`config.mk`:
```
export PLATFORM = sky130hd
export DESIGN_NAME = discharge_time_measurement_sequencer
export DESIGN_NICKNAME = d
export VERILOG_FILES = /design/src/dtm_pkg.sv /design/src/discharge_time_measurement_sequencer.sv
export VERILOG_INCLUDE_DIRS = /design/src /design/src/src
export SDC_FILE = /design/constraint.sdc
export NUM_CORES = 1
export LEC_CHECK = 0
export ABC_AREA = 1
export BUFFER_PORTS_ARGS = -buffer_cell sky130_fd_sc_hd__buf_2
export CORE_MARGIN = 2
export CORE_UTILIZATION = 55
export DETAILED_ROUTE_END_ITERATION = 10
export GPL_ROUTABILITY_DRIVEN = 1
export HOLD_SLACK_MARGIN = 0.02
export PLACE_DENSITY = 0.77
export SKIP_CTS_REPAIR_TIMING = 1
export SYNTH_ARGS = -nofsm -noshare
export SYNTH_HDL_FRONTEND = slang
export SYNTH_SLANG_ARGS = --single-unit
```
`constraint.sdc`:
```
create_clock -name clk_i -period 5.35 [get_ports clk_i]
set_input_delay 0.8025 -clock clk_i [delete_from_list [all_inputs] [get_ports clk_i]]
set_output_delay 0.8025 -clock clk_i [all_outputs]
set_load 0.01 [all_outputs]
```
`src/dtm_defs.svh`:
```
`ifndef DTM_DEFS_SVH
`define DTM_DEFS_SVH

// ==========================================================================
// Opcodes
`define OPC_CAP_START 8'h8C
`define OPC_TEMP_START 8'h8E
`define OPC_PARTIAL_RESET 8'h8A

// ==========================================================================
// Register addresses
`define ADDR_CAP_CFG 6'h04
`define ADDR_TDIV_CFG 6'h05
`define ADDR_TRES_CFG 6'h06
`define ADDR_EXT_RATIO 6'h0D
`define ADDR_INT_RATIO 6'h0E

// ==========================================================================
// Field positions, capacitance_measure_config
`define CAP_TRIG_LSB 0
`define CAP_TRIG_MSB 1
`define CAP_FLOAT_BIT 2
`define CAP_NCAP_LSB 3
`define CAP_NCAP_MSB 5
`define CAP_FAKE_LSB 6
`define CAP_FAKE_MSB 9
`define CAP_AVG_LSB 10
`define CAP_AVG_MSB 13
`define CAP_CYC_LSB 14
`define CAP_CYC_MSB 23

// Field positions, temperature_divider_config and temperature_resistor_config.
`define TDIV_LSB 0
`define TDIV_MSB 15
`define TSEL_LSB 8
`define TSEL_MSB 14

// ==========================================================================
// Reset values and selection codes
`define CAP_CFG_RESET 24'h00_0001
`define TDIV_CFG_RESET 24'h00_0000
`define TRES_CFG_RESET 24'h00_0000
`define TSEL_EXTERNAL 7'h0C
`define TSEL_INTERNAL 7'h43
`define TRIG_BY_CAP 2'h1
`define TRIG_BY_OPCODE 2'h0

`endif

```
`src/dtm_pkg.sv`:
```
`default_nettype none

package dtm_pkg;

    typedef enum logic [1:0]
    {
        ST_IDLE,
        ST_CAP_SLOT,
        ST_TEMP_WAIT
    } seq_state_e;

endpackage : dtm_pkg
`default_nettype wire

```
`src/discharge_time_measurement_sequencer.sv`:
```
`timescale 1ns/100ps
`default_nettype none
`include "dtm_defs.svh"

// Summary of operation
// - Result rate falls with cycle time and with fake plus averaging block count.
// - With no fake blocks and no averaging, results refresh after every block.
// - Floating sensors take three discharge measurements per capacitor, one external compensation.
// - Internal compensation slot opens both sensor switches.
// - Internal compensation always; floating mode adds external parasitic compensation.
// - Internal or external temperature resistors chosen by 7-bit field of register 6.
// - External selection places sensor to reference ratio in result address 13.
// - Internal selection places aluminium to polysilicon ratio in result address 14.
// - Trigger source 1 runs temperature after every Nth capacitance conversion.
// - Divider zero runs temperature after every capacitance conversion.
// - Trigger source 0 runs temperature only on the temperature-start opcode.
// - Host starts with capacitance opcode, then polls results or watches interrupt.
// - Discharge measurements are spaced by the cycle time from register 4.
// - A block is one measurement per capacitor, three when floating, plus internal compensation.
module discharge_time_measurement_sequencer
    import dtm_pkg::*;
#(
    parameter int CYC_W = 10,
    parameter int DIV_W = 16
)
(
    // Clock and reset
    input wire logic clk_i,
    input wire logic rst_b_i,
    // Host opcodes and configuration writes
    input wire logic opcode_valid_i,
    input wire logic [7:0] opcode_i,
    input wire logic cfg_wr_i,
    input wire logic [5:0] cfg_addr_i,
    input wire logic [23:0] cfg_data_i,
    // Host result reads
    input wire logic res_rd_i,
    input wire logic [5:0] res_addr_i,
    output logic [23:0] res_data_o,
    output logic result_ready_irq_n_o,
    // Capacitance converter front end
    output logic cdc_discharge_start_o,
    output logic [2:0] cdc_port_o,
    output logic cdc_internal_comp_o,
    output logic [1:0] cdc_phase_o,
    output logic sensor_switch_high_o,
    output logic sensor_switch_low_o,
    output logic cap_conv_done_o,
    // Resistance converter
    output logic rdc_start_o,
    output logic [6:0] temp_resistor_select_o,
    input wire logic rdc_done_i,
    input wire logic [23:0] rdc_ratio_i
);

    // ======================================================================
    // Reset release
    logic rst_meta_ff;
    logic rst_sync_ff;

    always_ff @(posedge clk_i or negedge rst_b_i)
    begin
        if (!rst_b_i)
        begin
            rst_meta_ff <= 1'b0;
            rst_sync_ff <= 1'b0;
        end
        else
        begin
            rst_meta_ff <= 1'b1;
            rst_sync_ff <= rst_meta_ff;
        end
    end

    // ======================================================================
    // Configuration and result registers
    logic [23:0] cap_cfg_ff, nxt_cap_cfg;
    logic [23:0] tdiv_cfg_ff, nxt_tdiv_cfg;
    logic [23:0] tres_cfg_ff, nxt_tres_cfg;
    logic [23:0] ext_ratio_ff, nxt_ext_ratio;
    logic [23:0] int_ratio_ff, nxt_int_ratio;
    logic [23:0] res_data_ff, nxt_res_data;
    logic irq_n_ff, nxt_irq_n;

    logic [1:0] temp_trigger_source;
    logic floating;
    logic [2:0] last_cap;
    logic [3:0] fake_blocks;
    logic [3:0] avg_blocks;
    logic [CYC_W-1:0] cycle_time_setting;
    logic [DIV_W-1:0] temp_trigger_divider;
    logic [6:0] temp_resistor_select;
    logic [4:0] blocks_per_conv;
    logic conv_done;
    logic temp_done;

    assign temp_trigger_source = cap_cfg_ff[`CAP_TRIG_MSB:`CAP_TRIG_LSB];
    assign floating = cap_cfg_ff[`CAP_FLOAT_BIT];
    assign last_cap = cap_cfg_ff[`CAP_NCAP_MSB:`CAP_NCAP_LSB];
    assign fake_blocks = cap_cfg_ff[`CAP_FAKE_MSB:`CAP_FAKE_LSB];
    assign avg_blocks = cap_cfg_ff[`CAP_AVG_MSB:`CAP_AVG_LSB];
    assign cycle_time_setting = cap_cfg_ff[`CAP_CYC_MSB:`CAP_CYC_LSB];
    assign temp_trigger_divider = tdiv_cfg_ff[`TDIV_MSB:`TDIV_LSB];
    assign temp_resistor_select = tres_cfg_ff[`TSEL_MSB:`TSEL_LSB];
    // Averaging of zero counts as one block, so zero plus zero means one block per result.
    assign blocks_per_conv = 5'(fake_blocks) + ((avg_blocks == 4'h0) ? 5'h01 : 5'(avg_blocks));
    assign temp_done = rdc_done_i;

    always_comb
    begin
        nxt_cap_cfg = cap_cfg_ff;
        nxt_tdiv_cfg = tdiv_cfg_ff;
        nxt_tres_cfg = tres_cfg_ff;
        nxt_ext_ratio = ext_ratio_ff;
        nxt_int_ratio = int_ratio_ff;
        nxt_irq_n = irq_n_ff;
        nxt_res_data = res_data_ff;
        if (cfg_wr_i && cfg_addr_i == `ADDR_CAP_CFG)
            nxt_cap_cfg = cfg_data_i;
        if (cfg_wr_i && cfg_addr_i == `ADDR_TDIV_CFG)
            nxt_tdiv_cfg = cfg_data_i;
        if (cfg_wr_i && cfg_addr_i == `ADDR_TRES_CFG)
            nxt_tres_cfg = cfg_data_i;
        if (temp_done && temp_resistor_select == `TSEL_EXTERNAL)
            nxt_ext_ratio = rdc_ratio_i;
        if (temp_done && temp_resistor_select == `TSEL_INTERNAL)
            nxt_int_ratio = rdc_ratio_i;
        if (res_rd_i)
        begin
            nxt_irq_n = 1'b1;
            case (res_addr_i)
                `ADDR_EXT_RATIO: nxt_res_data = ext_ratio_ff;
                `ADDR_INT_RATIO: nxt_res_data = int_ratio_ff;
                default: nxt_res_data = 24'h00_0000;
            endcase
        end
        // A new result in the same cycle as a read keeps the interrupt asserted.
        if (conv_done || temp_done)
            nxt_irq_n = 1'b0;
    end

    always_ff @(posedge clk_i or negedge rst_sync_ff)
    begin
        if (!rst_sync_ff)
        begin
            cap_cfg_ff <= `CAP_CFG_RESET;
            tdiv_cfg_ff <= `TDIV_CFG_RESET;
            tres_cfg_ff <= `TRES_CFG_RESET;
            ext_ratio_ff <= 24'h00_0000;
            int_ratio_ff <= 24'h00_0000;
            res_data_ff <= 24'h00_0000;
            irq_n_ff <= 1'b1;
        end
        else
        begin
            cap_cfg_ff <= nxt_cap_cfg;
            tdiv_cfg_ff <= nxt_tdiv_cfg;
            tres_cfg_ff <= nxt_tres_cfg;
            ext_ratio_ff <= nxt_ext_ratio;
            int_ratio_ff <= nxt_int_ratio;
            res_data_ff <= nxt_res_data;
            irq_n_ff <= nxt_irq_n;
        end
    end

    // ======================================================================
    // Measurement sequencer
    seq_state_e state_ff, nxt_state;
    logic [CYC_W-1:0] slot_cnt_ff, nxt_slot_cnt;
    logic [2:0] cap_idx_ff, nxt_cap_idx;
    logic comp_slot_ff, nxt_comp_slot;
    logic [1:0] phase_ff, nxt_phase;
    logic [4:0] blk_cnt_ff, nxt_blk_cnt;
    logic [DIV_W-1:0] div_cnt_ff, nxt_div_cnt;
    logic temp_req_ff, nxt_temp_req;
    logic slot_end;
    logic last_phase;
    logic temp_due;
    logic opc_cap, opc_temp, opc_stop;

    assign opc_cap = opcode_valid_i && opcode_i == `OPC_CAP_START;
    assign opc_temp = opcode_valid_i && opcode_i == `OPC_TEMP_START;
    assign opc_stop = opcode_valid_i && opcode_i == `OPC_PARTIAL_RESET;
    assign slot_end = state_ff == ST_CAP_SLOT && slot_cnt_ff >= cycle_time_setting;
    assign last_phase = !floating || phase_ff == 2'd2;
    assign conv_done = slot_end && comp_slot_ff && blk_cnt_ff + 5'h01 >= blocks_per_conv;
    assign temp_due = (temp_trigger_source == `TRIG_BY_CAP
                       && div_cnt_ff >= temp_trigger_divider)
                      || (temp_trigger_source == `TRIG_BY_OPCODE && temp_req_ff);

    always_comb
    begin
        nxt_state = state_ff;
        nxt_slot_cnt = slot_cnt_ff;
        nxt_cap_idx = cap_idx_ff;
        nxt_comp_slot = comp_slot_ff;
        nxt_phase = phase_ff;
        nxt_blk_cnt = blk_cnt_ff;
        nxt_div_cnt = div_cnt_ff;
        nxt_temp_req = temp_req_ff || opc_temp;
        cdc_discharge_start_o = 1'b0;
        rdc_start_o = 1'b0;
        case (state_ff)
            ST_IDLE:
            begin
                if (opc_cap)
                begin
                    nxt_state = ST_CAP_SLOT;
                    nxt_slot_cnt = '0;
                    nxt_cap_idx = 3'h0;
                    nxt_comp_slot = 1'b0;
                    nxt_phase = 2'd0;
                    nxt_blk_cnt = 5'h00;
                    cdc_discharge_start_o = 1'b1;
                end
                else if (temp_trigger_source == `TRIG_BY_OPCODE && temp_req_ff)
                begin
                    nxt_state = ST_TEMP_WAIT;
                    nxt_temp_req = opc_temp;
                    rdc_start_o = 1'b1;
                end
            end
            ST_CAP_SLOT:
            begin
                nxt_slot_cnt = slot_cnt_ff + CYC_W'(1);
                if (slot_end)
                begin
                    nxt_slot_cnt = '0;
                    cdc_discharge_start_o = 1'b1;
                    if (comp_slot_ff)
                    begin
                        nxt_comp_slot = 1'b0;
                        nxt_cap_idx = 3'h0;
                        nxt_phase = 2'd0;
                        nxt_blk_cnt = blk_cnt_ff + 5'h01;
                        if (conv_done)
                        begin
                            nxt_blk_cnt = 5'h00;
                            if (temp_due)
                            begin
                                cdc_discharge_start_o = 1'b0;
                                rdc_start_o = 1'b1;
                                nxt_state = ST_TEMP_WAIT;
                                nxt_div_cnt = '0;
                                nxt_temp_req = opc_temp;
                            end
                            else if (temp_trigger_source == `TRIG_BY_CAP)
                                nxt_div_cnt = div_cnt_ff + DIV_W'(1);
                        end
                    end
                    else if (!last_phase)
                        nxt_phase = phase_ff + 2'd1;
                    else
                    begin
                        nxt_phase = 2'd0;
                        if (cap_idx_ff == last_cap)
                            nxt_comp_slot = 1'b1;
                        else
                            nxt_cap_idx = cap_idx_ff + 3'h1;
                    end
                end
                if (opc_stop)
                    nxt_state = ST_IDLE;
            end
            ST_TEMP_WAIT:
            begin
                if (temp_done)
                begin
                    nxt_state = ST_CAP_SLOT;
                    nxt_slot_cnt = '0;
                    cdc_discharge_start_o = 1'b1;
                end
                if (opc_stop)
                    nxt_state = ST_IDLE;
            end
            default:
            begin
                nxt_state = ST_IDLE;
            end
        endcase
        if (opc_stop)
            nxt_temp_req = 1'b0;
    end

    always_ff @(posedge clk_i or negedge rst_sync_ff)
    begin
        if (!rst_sync_ff)
        begin
            state_ff <= ST_IDLE;
            slot_cnt_ff <= '0;
            cap_idx_ff <= 3'h0;
            comp_slot_ff <= 1'b0;
            phase_ff <= 2'd0;
            blk_cnt_ff <= 5'h00;
            div_cnt_ff <= '0;
            temp_req_ff <= 1'b0;
        end
        else
        begin
            state_ff <= nxt_state;
            slot_cnt_ff <= nxt_slot_cnt;
            cap_idx_ff <= nxt_cap_idx;
            comp_slot_ff <= nxt_comp_slot;
            phase_ff <= nxt_phase;
            blk_cnt_ff <= nxt_blk_cnt;
            div_cnt_ff <= nxt_div_cnt;
            temp_req_ff <= nxt_temp_req;
        end
    end

    // ======================================================================
    // Front-end switch control
    // Floating phases: high side, low side, then both closed for external compensation.
    assign sensor_switch_high_o = state_ff == ST_CAP_SLOT && !comp_slot_ff
                                  && (!floating || phase_ff != 2'd1);
    assign sensor_switch_low_o = state_ff == ST_CAP_SLOT && !comp_slot_ff
                                 && floating && phase_ff != 2'd0;
    assign cdc_port_o = cap_idx_ff;
    assign cdc_internal_comp_o = comp_slot_ff;
    assign cdc_phase_o = phase_ff;
    assign cap_conv_done_o = conv_done;
    assign temp_resistor_select_o = temp_resistor_select;
    assign res_data_o = res_data_ff;
    assign result_ready_irq_n_o = irq_n_ff;

endmodule : discharge_time_measurement_sequencer
`default_nettype wire

```
# After elaboration in Yosys (flattened, before gate mapping)
# Cells that the tools add are included.
# word_totals
input_bits	74
ff_bits	170
n_memories	0
mem_bits_ro	0
mem_bits_rw	0
output_inout_bits	43
latch_bits	0
wordCells	156
# classes
n_reduce_logical	38
div_mod_pow	0
eq_ne	28
n_shift	0
addsub	6
mul	0
muxes	64
n_lt_le_gt_ge	3
bitwise	0
# ops
op	n
24-bit case mux with 2 select lines	1
16-bit two-way mux	2
10-bit two-way mux	3
10-bit case mux with 3 select lines	1
1-bit two-way mux	26
2-bit two-way mux	13
8-bit == test (second input constant)	3
3-bit inequality test (second input constant)	8
5-bit two-way mux	4
6-bit by 3-bit == test with 1-bit output (second input constant)	3
1-bit logical AND	17
16-bit by 1-bit adder with 16-bit output (second input constant)	1
16-bit >= comparator	1
3-bit two-way mux	5
6-bit by 4-bit == test with 1-bit output (second input constant)	2
10-bit by 1-bit adder with 10-bit output (second input constant)	1
10-bit >= comparator	1
5-bit case mux with 2 select lines	1
5-bit AND reduction	2
2-bit inequality test (second input constant)	4
2-bit nonzero test	4
7-bit by 4-bit == test with 1-bit output (second input constant)	1
7-bit == test (second input constant)	1
1-bit case mux with 2 select lines	3
other kinds (22)	31

# Depth between registers and ports, before layout
# logic_depth
ltp_word	10
ltp_mapped	19
mapped_depth_nobuf	19

# Least setup slack after synthesis
# Ideal clock, no wire load.
# synth_timing
kind	reg2out
startpoint	reg cap_cfg_ff[11]
endpoint	out cdc_discharge_start_o
required_time_ns	4.548
stages_incl_launch_ff	18
arrival_ns	2.566
n_path_buf	0
setup_slack_ns	1.982
cell_sequence	dfrtp_1 > nor3_1 > or2_2 > ha_1 > inv_1 > fa_1 > o21ai_0 > a21oi_1 > ha_1 > nand2_1 > inv_1 > o21ai_1 > nand3_1 > a21oi_1 > nor2_4 > nand2_1 > nand2_1 > o211ai_1
# synth_between
elab_chain_cells	9
# synth_lines
item	line_no	text
from (decl)	discharge_time_measurement_sequencer.sv:77	logic [23:0] cap_cfg_ff, nxt_cap_cfg;
from (signal assigned)	discharge_time_measurement_sequencer.sv:146	cap_cfg_ff <= `CAP_CFG_RESET;
from (signal assigned)	discharge_time_measurement_sequencer.sv:156	cap_cfg_ff <= nxt_cap_cfg;
4-bit logical NOT	discharge_time_measurement_sequencer.sv:106	assign blocks_per_conv = 5'(fake_blocks) + ((avg_blocks == 4'h0) ? 5'h01 : 5'(avg_blocks));
4-bit two-way mux (*)	discharge_time_measurement_sequencer.sv:106	
4-bit by 4-bit adder with 5-bit output (*)	discharge_time_measurement_sequencer.sv:106	
5-bit >= comparator (*)	discharge_time_measurement_sequencer.sv:186	assign conv_done = slot_end && comp_slot_ff && blk_cnt_ff + 5'h01 >= blocks_per_conv;
1-bit logical AND (*)	discharge_time_measurement_sequencer.sv:186	
via cap_conv_done_o	discharge_time_measurement_sequencer.sv:48	output logic cap_conv_done_o,
1-bit two-way mux (*)	discharge_time_measurement_sequencer.sv:236	if (conv_done)
1-bit two-way mux (*)	discharge_time_measurement_sequencer.sv:230	if (comp_slot_ff)
1-bit two-way mux (*)	discharge_time_measurement_sequencer.sv:226	if (slot_end)
1-bit case mux with 3 select lines (*)	discharge_time_measurement_sequencer.sv:203	case (state_ff)
to (decl)	discharge_time_measurement_sequencer.sv:42	output logic cdc_discharge_start_o,
# The timed path passes the listed nets; every way through them passes the cells marked *.

# Worst setup path in the final report
# layout_timing
startpoint	reg cap_cfg_ff[11]
endpoint	out cdc_discharge_start_o
# layout_between
elab_chain_cells	9
# layout_lines
item	line_no
4-bit logical NOT	discharge_time_measurement_sequencer.sv:106
4-bit two-way mux (*)	discharge_time_measurement_sequencer.sv:106
4-bit by 4-bit adder with 5-bit output (*)	discharge_time_measurement_sequencer.sv:106
5-bit >= comparator (*)	discharge_time_measurement_sequencer.sv:186
1-bit logical AND (*)	discharge_time_measurement_sequencer.sv:186
1-bit two-way mux (*)	discharge_time_measurement_sequencer.sv:236
1-bit two-way mux (*)	discharge_time_measurement_sequencer.sv:230
1-bit two-way mux (*)	discharge_time_measurement_sequencer.sv:226
1-bit case mux with 3 select lines (*)	discharge_time_measurement_sequencer.sv:203
# Mark *: on every way between the ends. The rest lies on a longest branch, timed or not.

==> summary.json <==
{
  "core-area": {"value": 14600, "unit": "µm²"},
  "postRouteAntennaNets": {"value": 0},
  "postSynthAreaPerCell": {"value": 8.43, "unit": "µm²"},
  "report.final.slew_viol_count": {"value": 0},
  "reg2regPathDepth": {"value": 19},
  "timing.critical_path.required": {"value": 4.55, "unit": "ns"},
  "ys.flop_type": {"value": "sky130_fd_sc_hd__dfrtp_1"},
  "nFillCells": {"value": 1199},
  "skew": {"value": 0.0102, "unit": "ns"},
  "period_share": {"value": 78.2, "unit": "%"},
  "number_of_enable_flip_flop_cells_after_synthesis": {"value": 0},
  "grt.total_usage": {"value": 24.2, "unit": "%"},
  "synth_area_leaders": {"value": "sky130_fd_sc_hd__dfrtp_1 (48%), sky130_fd_sc_hd__nand2_1 (8.9%), sky130_fd_sc_hd__ha_1 (6.4%)"},
  "post_route_cells_drive_above_1_share": {"value": 16.7, "unit": "%"},
  "crit_path_frequent_cell": {"value": "sky130_fd_sc_hd__nand2_1"},
  "timing.setup.tns": {"value": 0, "unit": "ns"},
  "tritoncts_clock_tree": {"value": "yes"},
  "critPathSlowestCell": {"value": "sky130_fd_sc_hd__dfrtp_1"},
  "rsz0062_at_grt": {"value": "false"},
  "cts_root_buf": {"value": "sky130_fd_sc_hd__clkbuf_16"},
  "post-route-min-period": {"value": 4.19, "unit": "ns"},
  "drt_iter0_markers": {"value": 460},
  "hold_viol_final": {"value": 0},
  "synth_nets": {"value": 1098},
  "layout-area-overhead-vs-synth": {"value": 15.5, "unit": "%"},
  "max_slew.worst_pin.slew": {"value": 1.13, "unit": "ns"},
  "post-synth-top-count-cell": {"value": "sky130_fd_sc_hd__nand2_1"},
  "viasPerCell": {"value": 5.40},
  "wl_per_cell": {"value": 14.4, "unit": "µm"},
  "static_leakage": {"value": 4.87, "unit": "nW"},
  "seq_area_frac_synth": {"value": 49.1, "unit": "%"},
  "synth_seq_cells": {"value": 162},
  "crit_path_start_kind": {"value": "flip-flop"},
  "setup.worst_path.class": {"value": "reg2out"},
  "clkLatencyLatePin": {"value": 0.43, "unit": "ns"},
  "initial_core_utilization": {"value": 56.7, "unit": "%"},
  "drv.max_cap_violation_count": {"value": 0},
  "grt_pass1_wl": {"value": 31200, "unit": "µm"},
  "cts.sinks": {"value": 162},
  "crit_chain": {"value": "nor3_1 -> or2_2 -> ha_1 -> inv_1 -> fa_1 -> o21ai_0 -> a21oi_1 -> ha_1 -> nand2_1 -> inv_1 -> o21ai_1 -> nand3_1 -> a21oi_1 -> nor2_4 -> nand2_1 -> nand2_1 -> o211ai_1 -> buf_2"},
  "remaining_drc_errors": {"value": 0},
  "maxSlewHeadroom": {"value": 24.7, "unit": "%"},
  "r2r_start": {"value": "cap_cfg_ff[11]$_DFFE_PN0P_"},
  "max_freq": {"value": 239, "unit": "MHz"},
  "worstPathMaxFanout": {"value": 4},
  "firstDrtPassIters": {"value": 5},
  "dpl.hpwl": {"value": 12700, "unit": "µm"},
  "netlist.top_cell.by_area": {"value": "sky130_fd_sc_hd__dfrtp_1"},
  "min_path_type": {"value": "in2async"},
  "synth-async-reset-ratio": {"value": 100, "unit": "%"},
  "die_w": {"value": 127, "unit": "µm"},
  "path_clk_slew": {"value": 0.07, "unit": "ns"},
  "cp_num_cells": {"value": 18},
  "grt_pass1_vias": {"value": 6685},
  "multiInputGateArea": {"value": 3540, "unit": "µm²"},
  "final-seq-area": {"value": 4060, "unit": "µm²"},
  "cts_h_tree_depth": {"value": 4},
  "floorplan.die.height": {"value": 127, "unit": "µm"},
  "die-area": {"value": 16000, "unit": "µm²"},
  "synth.top_cell.area_share": {"value": 48.4, "unit": "%"},
  "io_buffer_count": {"value": 116},
  "grt_max_degree": {"value": 62},
  "route.vias.total": {"value": 6899},
  "number_of_buffer_and_inverter_instances_along_the_worst_setup_path": {"value": 3},
  "ir_worst_vdd": {"value": 0.000267, "unit": "V"},
  "run_status": {"value": "finished clean"},
  "synthTopCellsByCount": {"value": "sky130_fd_sc_hd__nand2_1 (195), sky130_fd_sc_hd__dfrtp_1 (160), sky130_fd_sc_hd__inv_1 (130)"},
  "design.final.nets": {"value": 1198},
  "ios": {"value": 117},
  "fin_util": {"value": 65.4, "unit": "%"},
  "worstSetupEndpointType": {"value": "output port"},
  "placer_congestion": {"value": 0.865},
  "hold-worst-slack": {"value": 0.140, "unit": "ns"},
  "critical_path.max_stage_delay": {"value": 0.41, "unit": "ns"},
  "antenna_found_initial": {"value": 0},
  "cpLargestDelayFamily": {"value": "adder cells"},
  "insertedDiodeCount": {"value": 0},
  "globalRouteOverflowTotal": {"value": 0},
  "critical_path.startpoint": {"value": "cap_cfg_ff[11]$_DFFE_PN0P_"},
  "syn-cell-area": {"value": 8270, "unit": "µm²"},
  "route.final.wire_length": {"value": 18400, "unit": "µm"},
  "critical_path_arrival": {"value": 3.38, "unit": "ns"},
  "ctsLongestPathBuffers": {"value": 2},
  "synthDistinctLibCells": {"value": 36},
  "rows": {"value": 44},
  "powerDensity": {"value": 363, "unit": "nW/µm²"},
  "setup_viol_count_final": {"value": 0},
  "syn_inst": {"value": 981},
  "yosysWarningCount": {"value": 0},
  "cts_buffers": {"value": 17}
}
-- sequential cells by signal, indices dropped and copies added (netlist names) --
name / count
temp_req_ff: 1
tdiv_cfg_ff: 16
cdc_internal_comp_o: 1
div_cnt_ff: 16
rst_meta_ff: 1
cdc_phase_o: 2
blk_cnt_ff: 5
state_ff: 2
ext_ratio_ff: 24
cap_cfg_ff: 24
int_ratio_ff: 24
cdc_port_o: 3
rst_sync_ff: 1
res_data_o: 24
slot_cnt_ff: 10
tres_cfg_ff: 7
result_ready_irq_n_o: 1
-- stage by stage --
step	setup slack [ns]	cell area (µm²)	std cells	power (mW)
5_1_grt	0.816	9550	1278	3.68
3_5_place_dp	1.62	8960	1246	2.30
4_1_cts	1.15	9550	1278	3.49
6_report	1.16	9550	1278	3.47
2_1_floorplan	0.505	8270	981	2.06
3_3_place_gp	1.72	8960	1246	2.27
-- worst reg2reg max path, stage by stage, from the launching register on --
cell                      delay, ns
sky130_fd_sc_hd__dfrtp_1       0.41
sky130_fd_sc_hd__nor3_1        0.19
sky130_fd_sc_hd__or2_2         0.13
sky130_fd_sc_hd__ha_1          0.15
sky130_fd_sc_hd__inv_1         0.05
sky130_fd_sc_hd__fa_1          0.39
sky130_fd_sc_hd__o21ai_0       0.19
sky130_fd_sc_hd__a21oi_1       0.10
sky130_fd_sc_hd__ha_1          0.32
sky130_fd_sc_hd__nand2_1       0.06
sky130_fd_sc_hd__inv_1         0.07
sky130_fd_sc_hd__nand4_1       0.09
sky130_fd_sc_hd__nand3_1       0.09
sky130_fd_sc_hd__a21oi_1       0.07
sky130_fd_sc_hd__nor2_4        0.13
sky130_fd_sc_hd__inv_2         0.10
sky130_fd_sc_hd__nor2_8        0.30
sky130_fd_sc_hd__inv_2         0.16
sky130_fd_sc_hd__nand2_1       0.08
sky130_fd_sc_hd__o21ai_1       0.06
-- per-layer routing --
layer	part of all wire, %	track usage, %	up-vias
met5	0	0	-
met4	1.5	8.40	0
met3	6.4	5.82	23
met2	48	40.1	179
met1	44	31.2	3262
li1	-	-	3435
-- cell usage in the layout, fill, tap and decap left out, drive strengths merged --
cell type / count
nand2: 196
dfrtp: 160
inv: 146
buf: 122
o21ai: 117
nor2: 85
nand4: 58
ha: 42
nand3: 38
a31oi: 24
xor2: 22
a21oi: 19
clkbuf: 17
nor3: 11
mux2: 8
clkinv: 5
xnor2: 4
nor4: 4
a21o: 3
nand3b: 3
o211ai: 2
dfstp: 2
or2: 2
o21bai: 1
a211oi: 1
fa: 1
conb: 1
-- cell families after synthesis --
group                      after synthesis  synth area share, %
AOI/OAI and AO/OA                      167                 10.7
xor gates and xnor gates                26                 2.75
adders and majority gates               43                 6.60
buffers and inverters                  177                 8.26
DFF                                    162                 49.1
muxes                                    8                 1.09
other                                    1               0.0454
and+or+nand+nor                        397                 21.5
-- cell type report --
class / count / share of cell area (%)
sequential: 162 / 42.5
multi-input combinational: 642 / 37.0
timing repair buffer: 122 / 6.55
inverter: 136 / 5.35
clock buffer: 17 / 4.46
tap: 184 / 2.41
clock inverter: 15 / 1.66
-- path summary, 6_finish.rpt --
| kind | end | slack [ns] |
|---|---|---|
| setup / recovery | cdc_discharge_start_o | 1.16 |
| hold / removal | rst_sync_ff$_DFF_PN0_ | 0.14 |
| setup reg to reg | div_cnt_ff[8]$_DFFE_PN0P_ | 2.09 |
| hold reg to reg | ext_ratio_ff[13]$_DFFE_PN0P_ | 0.31 |
| max in group asynchronous | div_cnt_ff[11]$_DFFE_PN0P_ | 3.86 |
| min in group clk_i | rst_sync_ff$_DFF_PN0_ | 0.35 |
-- power by group --
group          switching, mW  leakage [nW]  internal [mW]  total [mW]
registers              0.128          2.13           1.37        1.50
logic                  0.488          2.45          0.296       0.784
clock network          0.560         0.289          0.626        1.19
total                   1.18          4.87           2.29        3.47
No activity file was read; power rests on OpenSTA's default activity.
